**config.mk**
```make
export PLATFORM = sky130hd
export DESIGN_NAME = srr_status_reporter
export DESIGN_NICKNAME = d
export VERILOG_FILES = /design/src/srr_pkg.sv /design/src/srr_limit_ctr.sv /design/src/srr_status_reporter.sv
export SDC_FILE = /design/constraint.sdc
export NUM_CORES = 1
export LEC_CHECK = 0
export BUFFER_PORTS_ARGS = -buffer_cell sky130_fd_sc_hd__buf_2
export CAP_MARGIN = 0
export CORE_MARGIN = 8
export CORE_UTILIZATION = 35
export DETAILED_ROUTE_END_ITERATION = 12
export PLACE_DENSITY = 0.65
export SLEW_MARGIN = 20
export SYNTH_ARGS = -nofsm -noshare
export SYNTH_HDL_FRONTEND = slang
export SYNTH_SLANG_ARGS = --single-unit
```
**constraint.sdc**
```tcl
create_clock -name clk -period 2.7 [get_ports clk]
set_clock_uncertainty 0.2 [all_clocks]
set_input_delay 0.81 -clock clk [delete_from_list [all_inputs] [get_ports clk]]
set_output_delay 0.81 -clock clk [all_outputs]
set_load 0.03 [all_outputs]
```
**src/srr_pkg.sv**
```systemverilog
package srr_pkg;

  // ****************************************
  // Clock and timing
  // ****************************************
  localparam int CLK_HZ = 20_000_000;
  localparam int CTS_WAIT_MS = 2000;
  // Longest wait, so the cycle count rounds down
  localparam int CTS_WAIT_CYC = (CLK_HZ / 1000) * CTS_WAIT_MS;

  // ****************************************
  // Status word low byte
  // ****************************************
  localparam logic [7:0] STAT_OK = 8'h01;
  localparam logic [7:0] STAT_FAIL = 8'h02;

  // ****************************************
  // Secondary error codes, status word high byte
  // ****************************************
  localparam logic [7:0] SEC_NONE = 8'h00;
  localparam logic [7:0] SEC_TIMEOUT = 8'h01;
  localparam logic [7:0] SEC_WP_SCRATCH = 8'h02;
  localparam logic [7:0] SEC_NO_IO = 8'h03;
  localparam logic [7:0] SEC_TOO_MUCH = 8'h04;
  localparam logic [7:0] SEC_ODD_BYTES = 8'h05;
  localparam logic [7:0] SEC_NO_REG = 8'h06;
  localparam logic [7:0] SEC_ZERO_LEN = 8'h07;
  localparam logic [7:0] SEC_PROT_MEM = 8'h08;
  localparam logic [7:0] SEC_BAD_TYPE = 8'h09;
  localparam logic [7:0] SEC_NO_DIAG = 8'h0A;
  localparam logic [7:0] SEC_BAD_START = 8'h0B;
  localparam logic [7:0] SEC_BLOCK_RETRY = 8'h0C;
  localparam logic [7:0] SEC_HEADER_RETRY = 8'h0D;
  localparam logic [7:0] SEC_QUERY_RETRY = 8'h0E;
  localparam logic [7:0] SEC_NOT_SLAVE = 8'h0F;
  localparam logic [7:0] SEC_BLOCK_CHAR = 8'h14;
  localparam logic [7:0] SEC_NO_EOT = 8'h15;
  localparam logic [7:0] SEC_NO_ACKNAK = 8'h16;
  localparam logic [7:0] SEC_MASTER_ENQ = 8'h17;
  localparam logic [7:0] SEC_PEER_NAK = 8'h18;
  localparam logic [7:0] SEC_PEER_NORESP = 8'h19;
  localparam logic [7:0] SEC_CTS = 8'h1A;
  localparam logic [7:0] SEC_HOST_XFER = 8'h1D;
  localparam logic [7:0] SEC_PORT_BUSY = 8'h30;
  localparam logic [7:0] SEC_BAD_CMD = 8'h41;

  // ****************************************
  // Limits and command numbers
  // ****************************************
  localparam logic [3:0] RETRY_LIMIT_DEF = 4'h3;
  localparam logic [5:0] ENQ_LIMIT_DEF = 6'h20;
  localparam logic [15:0] CMD_QRESP = 16'h1771;
  localparam logic [15:0] CMD_INT_HI = 16'h1773;
  localparam logic [15:0] CMD_SER_LO = 16'h17D5;
  localparam logic [15:0] CMD_SER_HI = 16'h17E1;

  // ****************************************
  // Fault cause vector positions, lowest wins
  // ****************************************
  localparam int NCAUSE = 15;
  localparam int FC_TIMEOUT = 0;
  localparam int FC_WP_SCRATCH = 1;
  localparam int FC_NO_IO = 2;
  localparam int FC_TOO_MUCH = 3;
  localparam int FC_ODD_BYTES = 4;
  localparam int FC_NO_REG = 5;
  localparam int FC_ZERO_LEN = 6;
  localparam int FC_PROT_MEM = 7;
  localparam int FC_BAD_TYPE = 8;
  localparam int FC_NO_DIAG = 9;
  localparam int FC_BAD_START = 10;
  localparam int FC_BLOCK_CHAR = 11;
  localparam int FC_NO_EOT = 12;
  localparam int FC_NO_ACKNAK = 13;
  localparam int FC_HOST_XFER = 14;

  // Lane positions of the two attempt counters
  localparam int LN_BLOCK = 0;
  localparam int LN_HEADER = 1;
  localparam int LN_QUERY = 2;
  localparam int LN_MASTER = 0;
  localparam int LN_PEER_NAK = 1;
  localparam int LN_PEER_NORESP = 2;

  typedef enum logic [1:0] {ST_IDLE, ST_RUN, ST_POST} srr_state_e;

endpackage

```
**src/srr_limit_ctr.sv**
```systemverilog
`timescale 1ns/10ps

// Counts failed attempts per lane; hit pulses with the failure that reaches limit plus OFFSET
module srr_limit_ctr #(
  parameter int LANES = 3,
  parameter int W = 4,
  parameter int OFFSET = 0
) (
  // Clock and reset
  input wire logic clk,
  input wire logic rst_b,
  // Control
  input wire logic clr,
  input wire logic [LANES-1:0] evt,
  input wire logic [W-1:0] limit,
  // Result
  output logic [LANES-1:0] hit
);

  if (LANES < 1 || W < 1 || OFFSET < 0 || OFFSET > 1) begin : g_chk
    $error("srr_limit_ctr: unsupported parameters");
  end

  logic [W:0] cnt_r [LANES];
  logic [W:0] cnt_nxt [LANES];
  logic [W:0] target;

  assign target = {1'b0, limit} + (W+1)'(OFFSET);

  always_comb begin
    for (int i = 0; i < LANES; i++) begin
      hit[i] = evt[i] && ((cnt_r[i] + (W+1)'(1)) == target);
      if (clr) begin
        cnt_nxt[i] = '0;
      end else if (evt[i]) begin
        cnt_nxt[i] = cnt_r[i] + (W+1)'(1);
      end else begin
        cnt_nxt[i] = cnt_r[i];
      end
    end
  end

  always_ff @(posedge clk or negedge rst_b) begin
    if (!rst_b) begin
      for (int i = 0; i < LANES; i++) begin
        cnt_r[i] <= '0;
      end
    end else begin
      for (int i = 0; i < LANES; i++) begin
        cnt_r[i] <= cnt_nxt[i];
      end
    end
  end

endmodule // srr_limit_ctr

```
**src/srr_status_reporter.sv**
```systemverilog
`timescale 1ns/10ps

// Summary of operation
// - The status word written back is never zero, whatever the outcome.
// - Error-free completion puts 1 in the status low byte.
// - A failed request puts a value above 1 in the low byte.
// - High byte carries the secondary error code; 00 means success.
// - The same secondary code is copied to diagnostic word one low byte.
// - Serial link timeout reports code 01.
// - Write to fixed-protected scratch pad gives 02; other protected memory 08.
// - Missing I/O point 03, missing registers 06, bad memory type 09.
// - Too much data for a memory type gives 04; zero bytes gives 07.
// - Odd byte count to registers or diagnostic words gives 05.
// - Bad scratch-pad start or unaligned I/O table start gives 0B.
// - Retry limit, default three: data block 0C, header 0D, query 0E.
// - Loading query reply data on a non-slave port gives 0F.
// - Bad framing character or parity, framing, overrun in data block gives 14.
// - Missing EOT gives 15; missing ACK or NAK gives 16.
// - Master enquire without valid acknowledge after limit, default 32, gives 17.
// - Peer enquire NAKed limit times gives 18; no response limit times 19.
// - Clear-to-send inactive too long while waiting to transmit gives 1A.
// - Transfer error between module and host CPU gives 1D.
// - Request on a port already in use is rejected with 30.
// - Unrecognised command number is rejected with 41.
module srr_status_reporter #(
  parameter int CTS_WAIT_CYCLES = srr_pkg::CTS_WAIT_CYC
) (
  // Clock and reset
  input wire logic clk,
  input wire logic rst_b,
  // Request from host
  input wire logic reqStart,
  input wire logic [15:0] reqCmd,
  // Port configuration
  input wire logic cfgSlave,
  input wire logic [3:0] cfgRetryLimit,
  input wire logic [5:0] cfgEnqLimit,
  // Serial engine events
  input wire logic [srr_pkg::NCAUSE-1:0] faultCause,
  input wire logic evtDone,
  input wire logic blockFail,
  input wire logic headerFail,
  input wire logic queryFail,
  input wire logic enqNoAck,
  input wire logic enqNak,
  input wire logic enqNoResp,
  input wire logic txWait,
  // Clear-to-send pin, active high
  input wire logic ctsPin,
  // Request progress
  output logic portBusy,
  output logic xferAbort,
  // Status results
  output logic statusWe,
  output logic [15:0] statusWord,
  output logic [7:0] diagCode
);

  if (CTS_WAIT_CYCLES < 1) begin : g_chk
    $error("srr_status_reporter: CTS_WAIT_CYCLES must be at least 1");
  end

  localparam int CW = $clog2(CTS_WAIT_CYCLES + 1);

  // ****************************************
  // Functions
  // ****************************************

  // Low byte is never zero, so the host can poll a cleared word
  function automatic logic [15:0] mkWord(input logic [7:0] code);
    logic [7:0] low;
    low = (code == srr_pkg::SEC_NONE) ? srr_pkg::STAT_OK : srr_pkg::STAT_FAIL;
    return {code, low};
  endfunction

  function automatic logic cmdKnown(input logic [15:0] cmd);
    return (cmd >= srr_pkg::CMD_QRESP && cmd <= srr_pkg::CMD_INT_HI) ||
           (cmd >= srr_pkg::CMD_SER_LO && cmd <= srr_pkg::CMD_SER_HI);
  endfunction

  // Lowest set position wins when the engine flags several causes at once
  function automatic logic [7:0] pickCause(input logic [srr_pkg::NCAUSE-1:0] c);
    logic [7:0] code;
    code = srr_pkg::SEC_NONE;
    for (int i = srr_pkg::NCAUSE - 1; i >= 0; i--) begin
      if (c[i]) begin
        unique case (i)
          srr_pkg::FC_TIMEOUT: code = srr_pkg::SEC_TIMEOUT;
          srr_pkg::FC_WP_SCRATCH: code = srr_pkg::SEC_WP_SCRATCH;
          srr_pkg::FC_NO_IO: code = srr_pkg::SEC_NO_IO;
          srr_pkg::FC_TOO_MUCH: code = srr_pkg::SEC_TOO_MUCH;
          srr_pkg::FC_ODD_BYTES: code = srr_pkg::SEC_ODD_BYTES;
          srr_pkg::FC_NO_REG: code = srr_pkg::SEC_NO_REG;
          srr_pkg::FC_ZERO_LEN: code = srr_pkg::SEC_ZERO_LEN;
          srr_pkg::FC_PROT_MEM: code = srr_pkg::SEC_PROT_MEM;
          srr_pkg::FC_BAD_TYPE: code = srr_pkg::SEC_BAD_TYPE;
          srr_pkg::FC_NO_DIAG: code = srr_pkg::SEC_NO_DIAG;
          srr_pkg::FC_BAD_START: code = srr_pkg::SEC_BAD_START;
          srr_pkg::FC_BLOCK_CHAR: code = srr_pkg::SEC_BLOCK_CHAR;
          srr_pkg::FC_NO_EOT: code = srr_pkg::SEC_NO_EOT;
          srr_pkg::FC_NO_ACKNAK: code = srr_pkg::SEC_NO_ACKNAK;
          default: code = srr_pkg::SEC_HOST_XFER;
        endcase
      end
    end
    return code;
  endfunction

  // ****************************************
  // Declarations
  // ****************************************
  srr_pkg::srr_state_e state_r, state_nxt;
  logic [7:0] code_r, code_nxt;
  logic statusWe_r, statusWe_nxt;
  logic [15:0] statusWord_r, statusWord_nxt;
  logic [7:0] diagCode_r, diagCode_nxt;
  logic xferAbort_r, xferAbort_nxt;
  logic cts1_r, cts2_r, cts3_r, ctsOn_r, ctsOn_nxt;
  logic [CW-1:0] ctsCnt_r, ctsCnt_nxt;
  logic running, ctrClr, ctsWaiting, ctsHit, reject, finish;
  logic [7:0] finCode;
  logic [3:0] retryLimit;
  logic [5:0] enqLimit;
  logic [2:0] retryHit, enqHit;

  assign running = (state_r == srr_pkg::ST_RUN);
  assign ctrClr = !running;
  assign portBusy = (state_r != srr_pkg::ST_IDLE);
  // A zero limit in the configuration falls back to the default
  assign retryLimit = (cfgRetryLimit == 4'h0) ? srr_pkg::RETRY_LIMIT_DEF : cfgRetryLimit;
  assign enqLimit = (cfgEnqLimit == 6'h00) ? srr_pkg::ENQ_LIMIT_DEF : cfgEnqLimit;

  // ****************************************
  // Attempt counters
  // ****************************************

  // Retries: abort on the failure after the allowed retries are spent
  srr_limit_ctr #(
    .LANES(3),
    .W(4),
    .OFFSET(1)
  ) u_retry (
    .clk(clk),
    .rst_b(rst_b),
    .clr(ctrClr),
    .evt({queryFail, headerFail, blockFail} & {3{running}}),
    .limit(retryLimit),
    .hit(retryHit)
  );

  // Enquires: abort when the failed attempts reach the limit
  srr_limit_ctr #(
    .LANES(3),
    .W(6),
    .OFFSET(0)
  ) u_enq (
    .clk(clk),
    .rst_b(rst_b),
    .clr(ctrClr),
    .evt({enqNoResp, enqNak, enqNoAck} & {3{running}}),
    .limit(enqLimit),
    .hit(enqHit)
  );

  // ****************************************
  // Clear-to-send wait timer
  // ****************************************
  assign ctsWaiting = running && txWait && !ctsOn_r;
  assign ctsHit = ctsWaiting && (ctsCnt_r == CW'(CTS_WAIT_CYCLES - 1));

  always_comb begin
    // Pin level is taken only when the second and third stages agree
    ctsOn_nxt = (cts2_r == cts3_r) ? cts3_r : ctsOn_r;
    ctsCnt_nxt = ctsWaiting ? ctsCnt_r + CW'(1) : '0;
  end

  always_ff @(posedge clk or negedge rst_b) begin
    if (!rst_b) begin
      cts1_r <= 1'b0;
      cts2_r <= 1'b0;
      cts3_r <= 1'b0;
      ctsOn_r <= 1'b0;
      ctsCnt_r <= '0;
    end else begin
      cts1_r <= ctsPin;
      cts2_r <= cts1_r;
      cts3_r <= cts2_r;
      ctsOn_r <= ctsOn_nxt;
      ctsCnt_r <= ctsCnt_nxt;
    end
  end

  // ****************************************
  // Outcome selection
  // ****************************************

  // Explicit faults first, then exhausted limits, then CTS, then success
  always_comb begin
    finish = 1'b1;
    finCode = srr_pkg::SEC_NONE;
    if (|faultCause) begin
      finCode = pickCause(faultCause);
    end else if (retryHit[srr_pkg::LN_BLOCK]) begin
      finCode = srr_pkg::SEC_BLOCK_RETRY;
    end else if (retryHit[srr_pkg::LN_HEADER]) begin
      finCode = srr_pkg::SEC_HEADER_RETRY;
    end else if (retryHit[srr_pkg::LN_QUERY]) begin
      finCode = srr_pkg::SEC_QUERY_RETRY;
    end else if (enqHit[srr_pkg::LN_MASTER]) begin
      finCode = srr_pkg::SEC_MASTER_ENQ;
    end else if (enqHit[srr_pkg::LN_PEER_NAK]) begin
      finCode = srr_pkg::SEC_PEER_NAK;
    end else if (enqHit[srr_pkg::LN_PEER_NORESP]) begin
      finCode = srr_pkg::SEC_PEER_NORESP;
    end else if (ctsHit) begin
      finCode = srr_pkg::SEC_CTS;
    end else if (!evtDone) begin
      finish = 1'b0;
    end
  end

  // ****************************************
  // Request sequencing and status write-back
  // ****************************************

  // A second request while busy gets its own answer at once
  assign reject = reqStart && (state_r != srr_pkg::ST_IDLE);

  always_comb begin
    state_nxt = state_r;
    code_nxt = code_r;
    statusWe_nxt = 1'b0;
    statusWord_nxt = statusWord_r;
    diagCode_nxt = diagCode_r;
    xferAbort_nxt = 1'b0;
    unique case (state_r)
      srr_pkg::ST_IDLE: begin
        if (reqStart) begin
          if (!cmdKnown(reqCmd)) begin
            code_nxt = srr_pkg::SEC_BAD_CMD;
            state_nxt = srr_pkg::ST_POST;
          end else if (reqCmd == srr_pkg::CMD_QRESP) begin
            // Internal command: finishes without touching the serial link
            code_nxt = cfgSlave ? srr_pkg::SEC_NONE : srr_pkg::SEC_NOT_SLAVE;
            state_nxt = srr_pkg::ST_POST;
          end else begin
            state_nxt = srr_pkg::ST_RUN;
          end
        end
      end
      srr_pkg::ST_RUN: begin
        if (finish) begin
          code_nxt = finCode;
          xferAbort_nxt = (finCode != srr_pkg::SEC_NONE);
          state_nxt = srr_pkg::ST_POST;
        end
      end
      srr_pkg::ST_POST: begin
        // A reject in this cycle owns the write port; the result follows next cycle
        if (!reject) begin
          statusWe_nxt = 1'b1;
          statusWord_nxt = mkWord(code_r);
          diagCode_nxt = code_r;
          state_nxt = srr_pkg::ST_IDLE;
        end
      end
    endcase
    if (reject) begin
      statusWe_nxt = 1'b1;
      statusWord_nxt = mkWord(srr_pkg::SEC_PORT_BUSY);
      diagCode_nxt = srr_pkg::SEC_PORT_BUSY;
    end
  end

  always_ff @(posedge clk or negedge rst_b) begin
    if (!rst_b) begin
      state_r <= srr_pkg::ST_IDLE;
      code_r <= srr_pkg::SEC_NONE;
      statusWe_r <= 1'b0;
      statusWord_r <= 16'h0000;
      diagCode_r <= srr_pkg::SEC_NONE;
      xferAbort_r <= 1'b0;
    end else begin
      state_r <= state_nxt;
      code_r <= code_nxt;
      statusWe_r <= statusWe_nxt;
      statusWord_r <= statusWord_nxt;
      diagCode_r <= diagCode_nxt;
      xferAbort_r <= xferAbort_nxt;
    end
  end

  assign statusWe = statusWe_r;
  assign statusWord = statusWord_r;
  assign diagCode = diagCode_r;
  assign xferAbort = xferAbort_r;

endmodule // srr_status_reporter

```
==> results of run 1 <==
worst paths after layout:
kind / from / to / slack [ns]
setup / recovery: cfgRetryLimit[1] / code_r[0]$_DFFE_PN0P_ / -0.42
hold / removal: cts1_r$_DFF_PN0_ / cts2_r$_DFF_PN0_ / 0.15
setup reg to reg: u_enq.cnt_r[1]$_DFFE_PN0P_ / code_r[4]$_DFFE_PN0P_ / -0.21
hold reg to reg: cts1_r$_DFF_PN0_ / cts2_r$_DFF_PN0_ / 0.15
max in group asynchronous: rst_b / u_enq.cnt_r[11]$_DFFE_PN0P_ / 1.50
min in group asynchronous: rst_b / ctsCnt_r[5]$_DFF_PN0_ / 0.21
cells by family after synthesis:
| kind of cell | after synthesis | synth area share |
|---|---|---|
| compound gates | 87 | 0.112 |
| xor+xnor | 89 | 0.149 |
| fa+ha+maj | 12 | 0.0267 |
| buf+inv | 56 | 0.0505 |
| flops | 85 | 0.385 |
| mux | 15 | 0.0288 |
| other cells | 1 | 0.000679 |
| simple gates | 263 | 0.247 |
cell usage after synthesis, types with 3 or more instances:
cell	count	area share
and3_1	12	0.014
o31ai_1	3	0.0041
o21ai_0	21	0.019
xor2_1	46	0.073
nor4bb_1	4	0.0073
and2_1	3	0.0034
mux2_2	6	0.012
nand2_1	49	0.033
buf_4	15	0.020
inv_1	15	0.010
ha_1	11	0.025
dfrtp_1	85	0.39
a21o_1	3	0.0041
nor2b_1	5	0.0057
a21oi_1	20	0.018
nor3b_1	4	0.0054
o31a_1	3	0.0048
nand3_1	27	0.024
xnor3_1	3	0.012
a211oi_1	6	0.0082
o2111ai_1	3	0.0048
nand2b_1	5	0.0057
or3_1	10	0.011
o211ai_1	3	0.0041
clkbuf_1	19	0.013
nor2_1	79	0.054
nand4_1	25	0.028
mux2i_1	8	0.015
or4_1	3	0.0041
nor4_1	4	0.0045
nor3_1	13	0.012
xnor2_1	40	0.063
buf_2	4	0.0036
critical path, delay by kind of cell:
family	cells	cell delay (ns)
buffers and inverters	1	0.10
xor gates and xnor gates	2	0.28
and+or+nand+nor	4	0.96
muxes	1	0.26
adders and majority gates	1	0.17
AOI/OAI and AO/OA	3	0.58
cell type report:
class	instances	area [um2]
clock inverters	7	98.8
repair buffers	172	1170
inverters	15	56.3
clock buffers	9	225
well taps	216	270
multi-input cells	474	3360
fillers	1508	8350
flip-flops and latches	85	2130
sequential cells by signal (all words and copies together), names as in the netlist:
register	cells
u_retry.cnt_r	15
cts3_r	1
statusWe	1
state_r	2
code_r	6
diagCode	1
ctsCnt_r	26
cts1_r	1
statusWord	8
cts2_r	1
u_enq.cnt_r	21
xferAbort	1
ctsOn_r	1
power groups by stage:
stage | registers, W | logic, W | clock network, W
2_1_floorplan | 0.00152 | 0.000488 | 0
3_3_place_gp | 0.00142 | 0.000852 | 0
3_5_place_dp | 0.00142 | 0.000856 | 0
4_1_cts | 0.00140 | 0.000878 | 0.00139
5_1_grt | 0.00141 | 0.000980 | 0.00144
6_report | 0.00140 | 0.000885 | 0.00134
metrics by stage:
step | util | TNS (ns) | worst slack, ns | total power [W]
2_1_floorplan | - | -5.31 | -0.643 | 0.00201
3_3_place_gp | 0.431 | -7.03 | -0.836 | 0.00227
3_5_place_dp | 0.431 | -7.46 | -0.886 | 0.00228
4_1_cts | 0.460 | -2.72 | -0.378 | 0.00366
5_1_grt | 0.467 | -4.42 | -0.558 | 0.00384
6_report | 0.467 | -3.15 | -0.423 | 0.00363
cell usage in the layout, fill, tap and decap left out, drive strengths merged, types with 5 or more instances in the layout:
master / instances
xor2: 46
mux2i: 8
a211oi: 7
inv: 16
nand4: 26
nand2: 49
nor3: 15
nor4: 6
a21oi: 21
nor2b: 5
clkbuf: 9
dfrtp: 85
xnor2: 40
and3: 12
ha: 11
buf: 172
nor2: 79
conb: 8
mux2: 7
or3: 10
nand2b: 5
o21ai: 21
nand3: 27
per-layer routing:
metal	part of all wire	track usage
met2	0.48	0.234
met1	0.44	0.161
met5	0	0
met3	0.059	0.0481
met4	0.018	0.0390
timing repair:
item                       in CTS  in global routing
setup buffers                   5                  3
resized for setup              24                 20
setup endpoints to repair       9                  9
pin swaps                      15                 12
==> results_dict.tcl, run 1 <==
set metrics [dict create \
    outcome "finished with violations" \
    violations "negative setup slack" \
    routedWlPerCell_um 13.7 \
    syn_avg_cell_area_um2 9.08 \
    rows 46 \
    area_growth_syn_to_layout_pct 32.4 \
    power_switching_share 0.308 \
    ios 81 \
    hold_violations 0 \
    slowest_stage "or4_4" \
    synth_warnings 0 \
    stdcell_count 978 \
    clock_latency_ns 0.35 \
    syn-cell-area_um2 5520 \
    start_kind "primary input" \
    finalSetupViolations 9 \
    gp_congestion 0.822 \
    fmax_mhz 320 \
    io_buffers 72 \
    power_switching_w 0.00112 \
    cp-end-kind "register" \
    cts_tree "done" \
    ctsRootBufferMaster "clkbuf_16" \
    setup_ws_ns -0.423 \
    path_cells "buf_8 -> nor3_4 -> or2_4 -> ha_4 -> nand3_4 -> xnor2_2 -> xnor2_1 -> or4_4 -> o211a_1 -> a211oi_2 -> a21oi_1 -> mux2_2" \
    p_leak_nw 3.13 \
    internal_power_w 0.00251 \
    grt_max_degree 38 \
    firstDrtPassIters 4 \
    crit_type "in2reg" \
    whs_ns 0.151 \
    grt_overflow 0 \
    core-area_um2 15700 \
    ff2ff_path_depth 10 \
    drv_slew 0 \
    routed_via_density 4.86 \
    wirelength_mm 13.4 \
    cts_buffers 9 \
    track_usage 0.138 \
    layout.nets 822 \
    final_area_um2 7310 \
    antenna_found_initial 0 \
    hold_buffers 0 \
    cts_max_path_buffers 2 \
    initial_core_util 0.353 \
    ir_drop_mv 0.370 \
    whs_path_depth 0 \
    grt_pass1_vias 4876 \
    crit_fanout 4 \
    finalCritPeriodShare 1.16 \
    crit_arrival_ns 3.16 \
    final_antenna_net_count 0 \
    antenna_cells 0 \
    ys_ff_latch 85 \
    dieArea_um2 20000 \
    hpwl_mm 10.2 \
    slowest_delay_ns 0.52 \
    seqPwrFrac 0.385 \
    cts.sinks 85 \
    grt_pass1_wl_mm 22.5 \
    die_x_um 142 \
    postPlaceCellArea_um2 6740 \
    synth.distinct_cells 71 \
    min_path_type "reg2reg" \
    fin_crit_ns 3.12 \
    ys_seq_area_frac 0.385 \
    ys_async_sr_fraction 1.00 \
    htreeDepth 3 \
    dr.first_iter.drc_count 285 \
    place_inst 956 \
    vias 4756 \
    ys.flop_type "dfrtp_1" \
    cts.clk_slew.worst_paths_ns 0.06 \
    synth_edf_count 0 \
    clkPwrFrac 0.371 \
    cap_violations 0 \
    drive_above_1_share 0.306 \
    synthCells 608 \
    required_ns 2.73 \
    p_comb_frac 0.244 \
    rsz0062_at_grt "yes" \
    die_y_um 142 \
    route.detailed.drc 0 \
    p_per_area_nw_per_um2 496 \
]
(Power assumes the default switching activity.)
==> inputs of run 2 (changes only) <==
--- a/config.mk
+++ b/config.mk
@@ -5,8 +5,9 @@
 export SDC_FILE = /design/constraint.sdc
 export NUM_CORES = 1
 export LEC_CHECK = 0
-export BUFFER_PORTS_ARGS = -buffer_cell sky130_fd_sc_hd__buf_2
+export BUFFER_PORTS_ARGS = -buffer_cell sky130_fd_sc_hd__buf_4
 export CAP_MARGIN = 0
+export CORE_ASPECT_RATIO = 1.2
 export CORE_MARGIN = 8
 export CORE_UTILIZATION = 35
 export DETAILED_ROUTE_END_ITERATION = 12
==> results_dict.tcl, run 2 (synthesis gave the netlist of run 1 again) <==
set metrics [dict create \
    drive_above_1_share 0.293 \
    clock_latency_ns 0.33 \
    min_path_type "reg2reg" \
    violations "negative setup slack" \
    postPlaceCellArea_um2 6920 \
    final_common_cell "buf_4" \
    grt_pass1_vias 5169 \
    wirelength_mm 14.1 \
    rows 50 \
    place_inst 948 \
    p_comb_frac 0.255 \
    power_switching_share 0.289 \
    fin_crit_ns 3.22 \
    io_buffers 72 \
    crit_arrival_ns 3.24 \
    n_fill_cell 1447 \
    grt_overflow 0 \
    ir_drop_mv 0.251 \
    cts.clk_slew.worst_paths_ns 0.06 \
    cap_violations 0 \
    cp-end-kind "register" \
    internal_power_w 0.00266 \
    required_ns 2.72 \
    crit_fanout 3 \
    largestRegisters "ctsCnt_r: 26 flops, u_enq.cnt_r: 21 flops, u_retry.cnt_r: 15 flops" \
    crit_type "in2reg" \
    area_growth_syn_to_layout_pct 34.0 \
    setup_ws_ns -0.520 \
    final_antenna_net_count 0 \
    grt_pass1_wl_mm 23.7 \
    htreeDepth 3 \
    p_leak_nw 3.17 \
    largest_register "ctsCnt_r" \
    final_area_um2 7400 \
    finalCritPeriodShare 1.19 \
    vias 4891 \
    antenna_found_initial 0 \
    firstDrtPassIters 4 \
    die_x_um 131 \
    initial_core_util 0.356 \
    start_kind "primary input" \
    layout.nets 822 \
    dr.first_iter.drc_count 248 \
    fin_util 0.477 \
    largest_reg_flops 26 \
    route.detailed.drc 0 \
    hold_violations 0 \
    cts_max_path_buffers 2 \
    seqPwrFrac 0.374 \
    core-area_um2 15500 \
    hold_buffers 0 \
    p_total_w 0.00375 \
    cts_buffers 9 \
    antenna_cells 0 \
    final_cell_mix "166 x buf_4, 85 x dfrtp_1, 79 x nor2_1" \
    hpwl_mm 11.0 \
    cts_tree "done" \
    p_per_area_nw_per_um2 506 \
    stdcell_count 969 \
    ctsRootBufferMaster "clkbuf_16" \
    track_usage 0.143 \
    die_y_um 154 \
    routedWlPerCell_um 14.6 \
    dieArea_um2 20100 \
    outcome "finished with violations" \
    gp_congestion 0.907 \
    cts.sinks 85 \
    clkPwrFrac 0.370 \
    power_switching_w 0.00108 \
    drv_slew 0 \
    fmax_mhz 311 \
    ios 81 \
    rsz0062_at_grt "yes" \
    routed_via_density 5.05 \
    finalSetupViolations 9 \
    grt_max_degree 58 \
]
run 2: cell count changes in the layout (fill, tap and decap cells not counted), sizes merged:
cell,change
bufinv,+1
clkinv,-2
run 2: worst paths after layout:
check / startpoint / endpoint / slack [ns] / depth (start not counted)
setup / recovery: cfgRetryLimit[0] / code_r[0]$_DFFE_PN0P_ / -0.52 / 12
hold / removal: cts1_r$_DFF_PN0_ / cts2_r$_DFF_PN0_ / 0.15 / 0
setup reg to reg: state_r[1]$_DFFE_PN0P_ / code_r[4]$_DFFE_PN0P_ / -0.27 / 10
hold reg to reg: cts1_r$_DFF_PN0_ / cts2_r$_DFF_PN0_ / 0.15 / 0
max in group asynchronous: rst_b / u_enq.cnt_r[6]$_DFFE_PN0P_ / 1.47 / 2
min in group asynchronous: rst_b / u_retry.cnt_r[12]$_DFFE_PN0P_ / 0.21 / 1
run 2: repair_timing:
| item | CTS | global route |
|---|---|---|
| setup buffers | 4 | 2 |
| endpoints found under the hold margin | 0 | 0 |
| resized for setup | 19 | 4 |
| endpoints found under the setup margin | 9 | 9 |
| pin swaps | 12 | 4 |
run 2: metrics by stage:
stage          hold WS, ns  worst slack (ns)  TNS (ns)
2_1_floorplan        0.131            -0.643     -5.31
3_3_place_gp         0.134            -0.820     -6.75
3_5_place_dp         0.136            -0.887     -7.27
4_1_cts              0.150            -0.467     -3.09
5_1_grt              0.162            -0.573     -4.70
6_report             0.148            -0.520     -4.08
run 2: power by group through the flow:
stage | Clock [W] | Combinational [W] | Sequential, W
detailed placement | 0 | 0.000948 | 0.00143
global route | 0.00147 | 0.00103 | 0.00142
floorplan | 0 | 0.000488 | 0.00152
global placement | 0 | 0.000934 | 0.00142
finish | 0.00139 | 0.000957 | 0.00140
CTS | 0.00142 | 0.000961 | 0.00140
run 2: layer usage:
metal / wire length, um / vias to the layer above / GRT usage / share of wire
met5: 0 / - / 0 / 0
met3: 910 / 25 / 0.0270 / 0.064
li1: - / 2416 / - / -
met2: 7110 / 117 / 0.254 / 0.50
met1: 5720 / 2333 / 0.162 / 0.41
met4: 369 / 0 / 0.0592 / 0.026
run 2: layout make-up:
cell class / count / area [um2] / area share
multi-input combinational: 474 / 3280 / 0.444
inverter: 15 / 56.3 / 0.00761
clock inverter: 6 / 111 / 0.0150
tap: 208 / 260 / 0.0352
timing repair buffer: 172 / 1340 / 0.180
clock buffer: 9 / 225 / 0.0304
sequential: 85 / 2130 / 0.287
run 2: worst max-delay path: stages:
cell and delay [ns]:
buf_4 0.12, nor3_2 0.21, or2_4 0.16, ha_4 0.18, nand3_4 0.10, xnor2_2 0.15
xnor2_1 0.13, or4_4 0.51, o211a_1 0.25, a211oi_2 0.25, a21oi_1 0.11, mux2_2 0.27
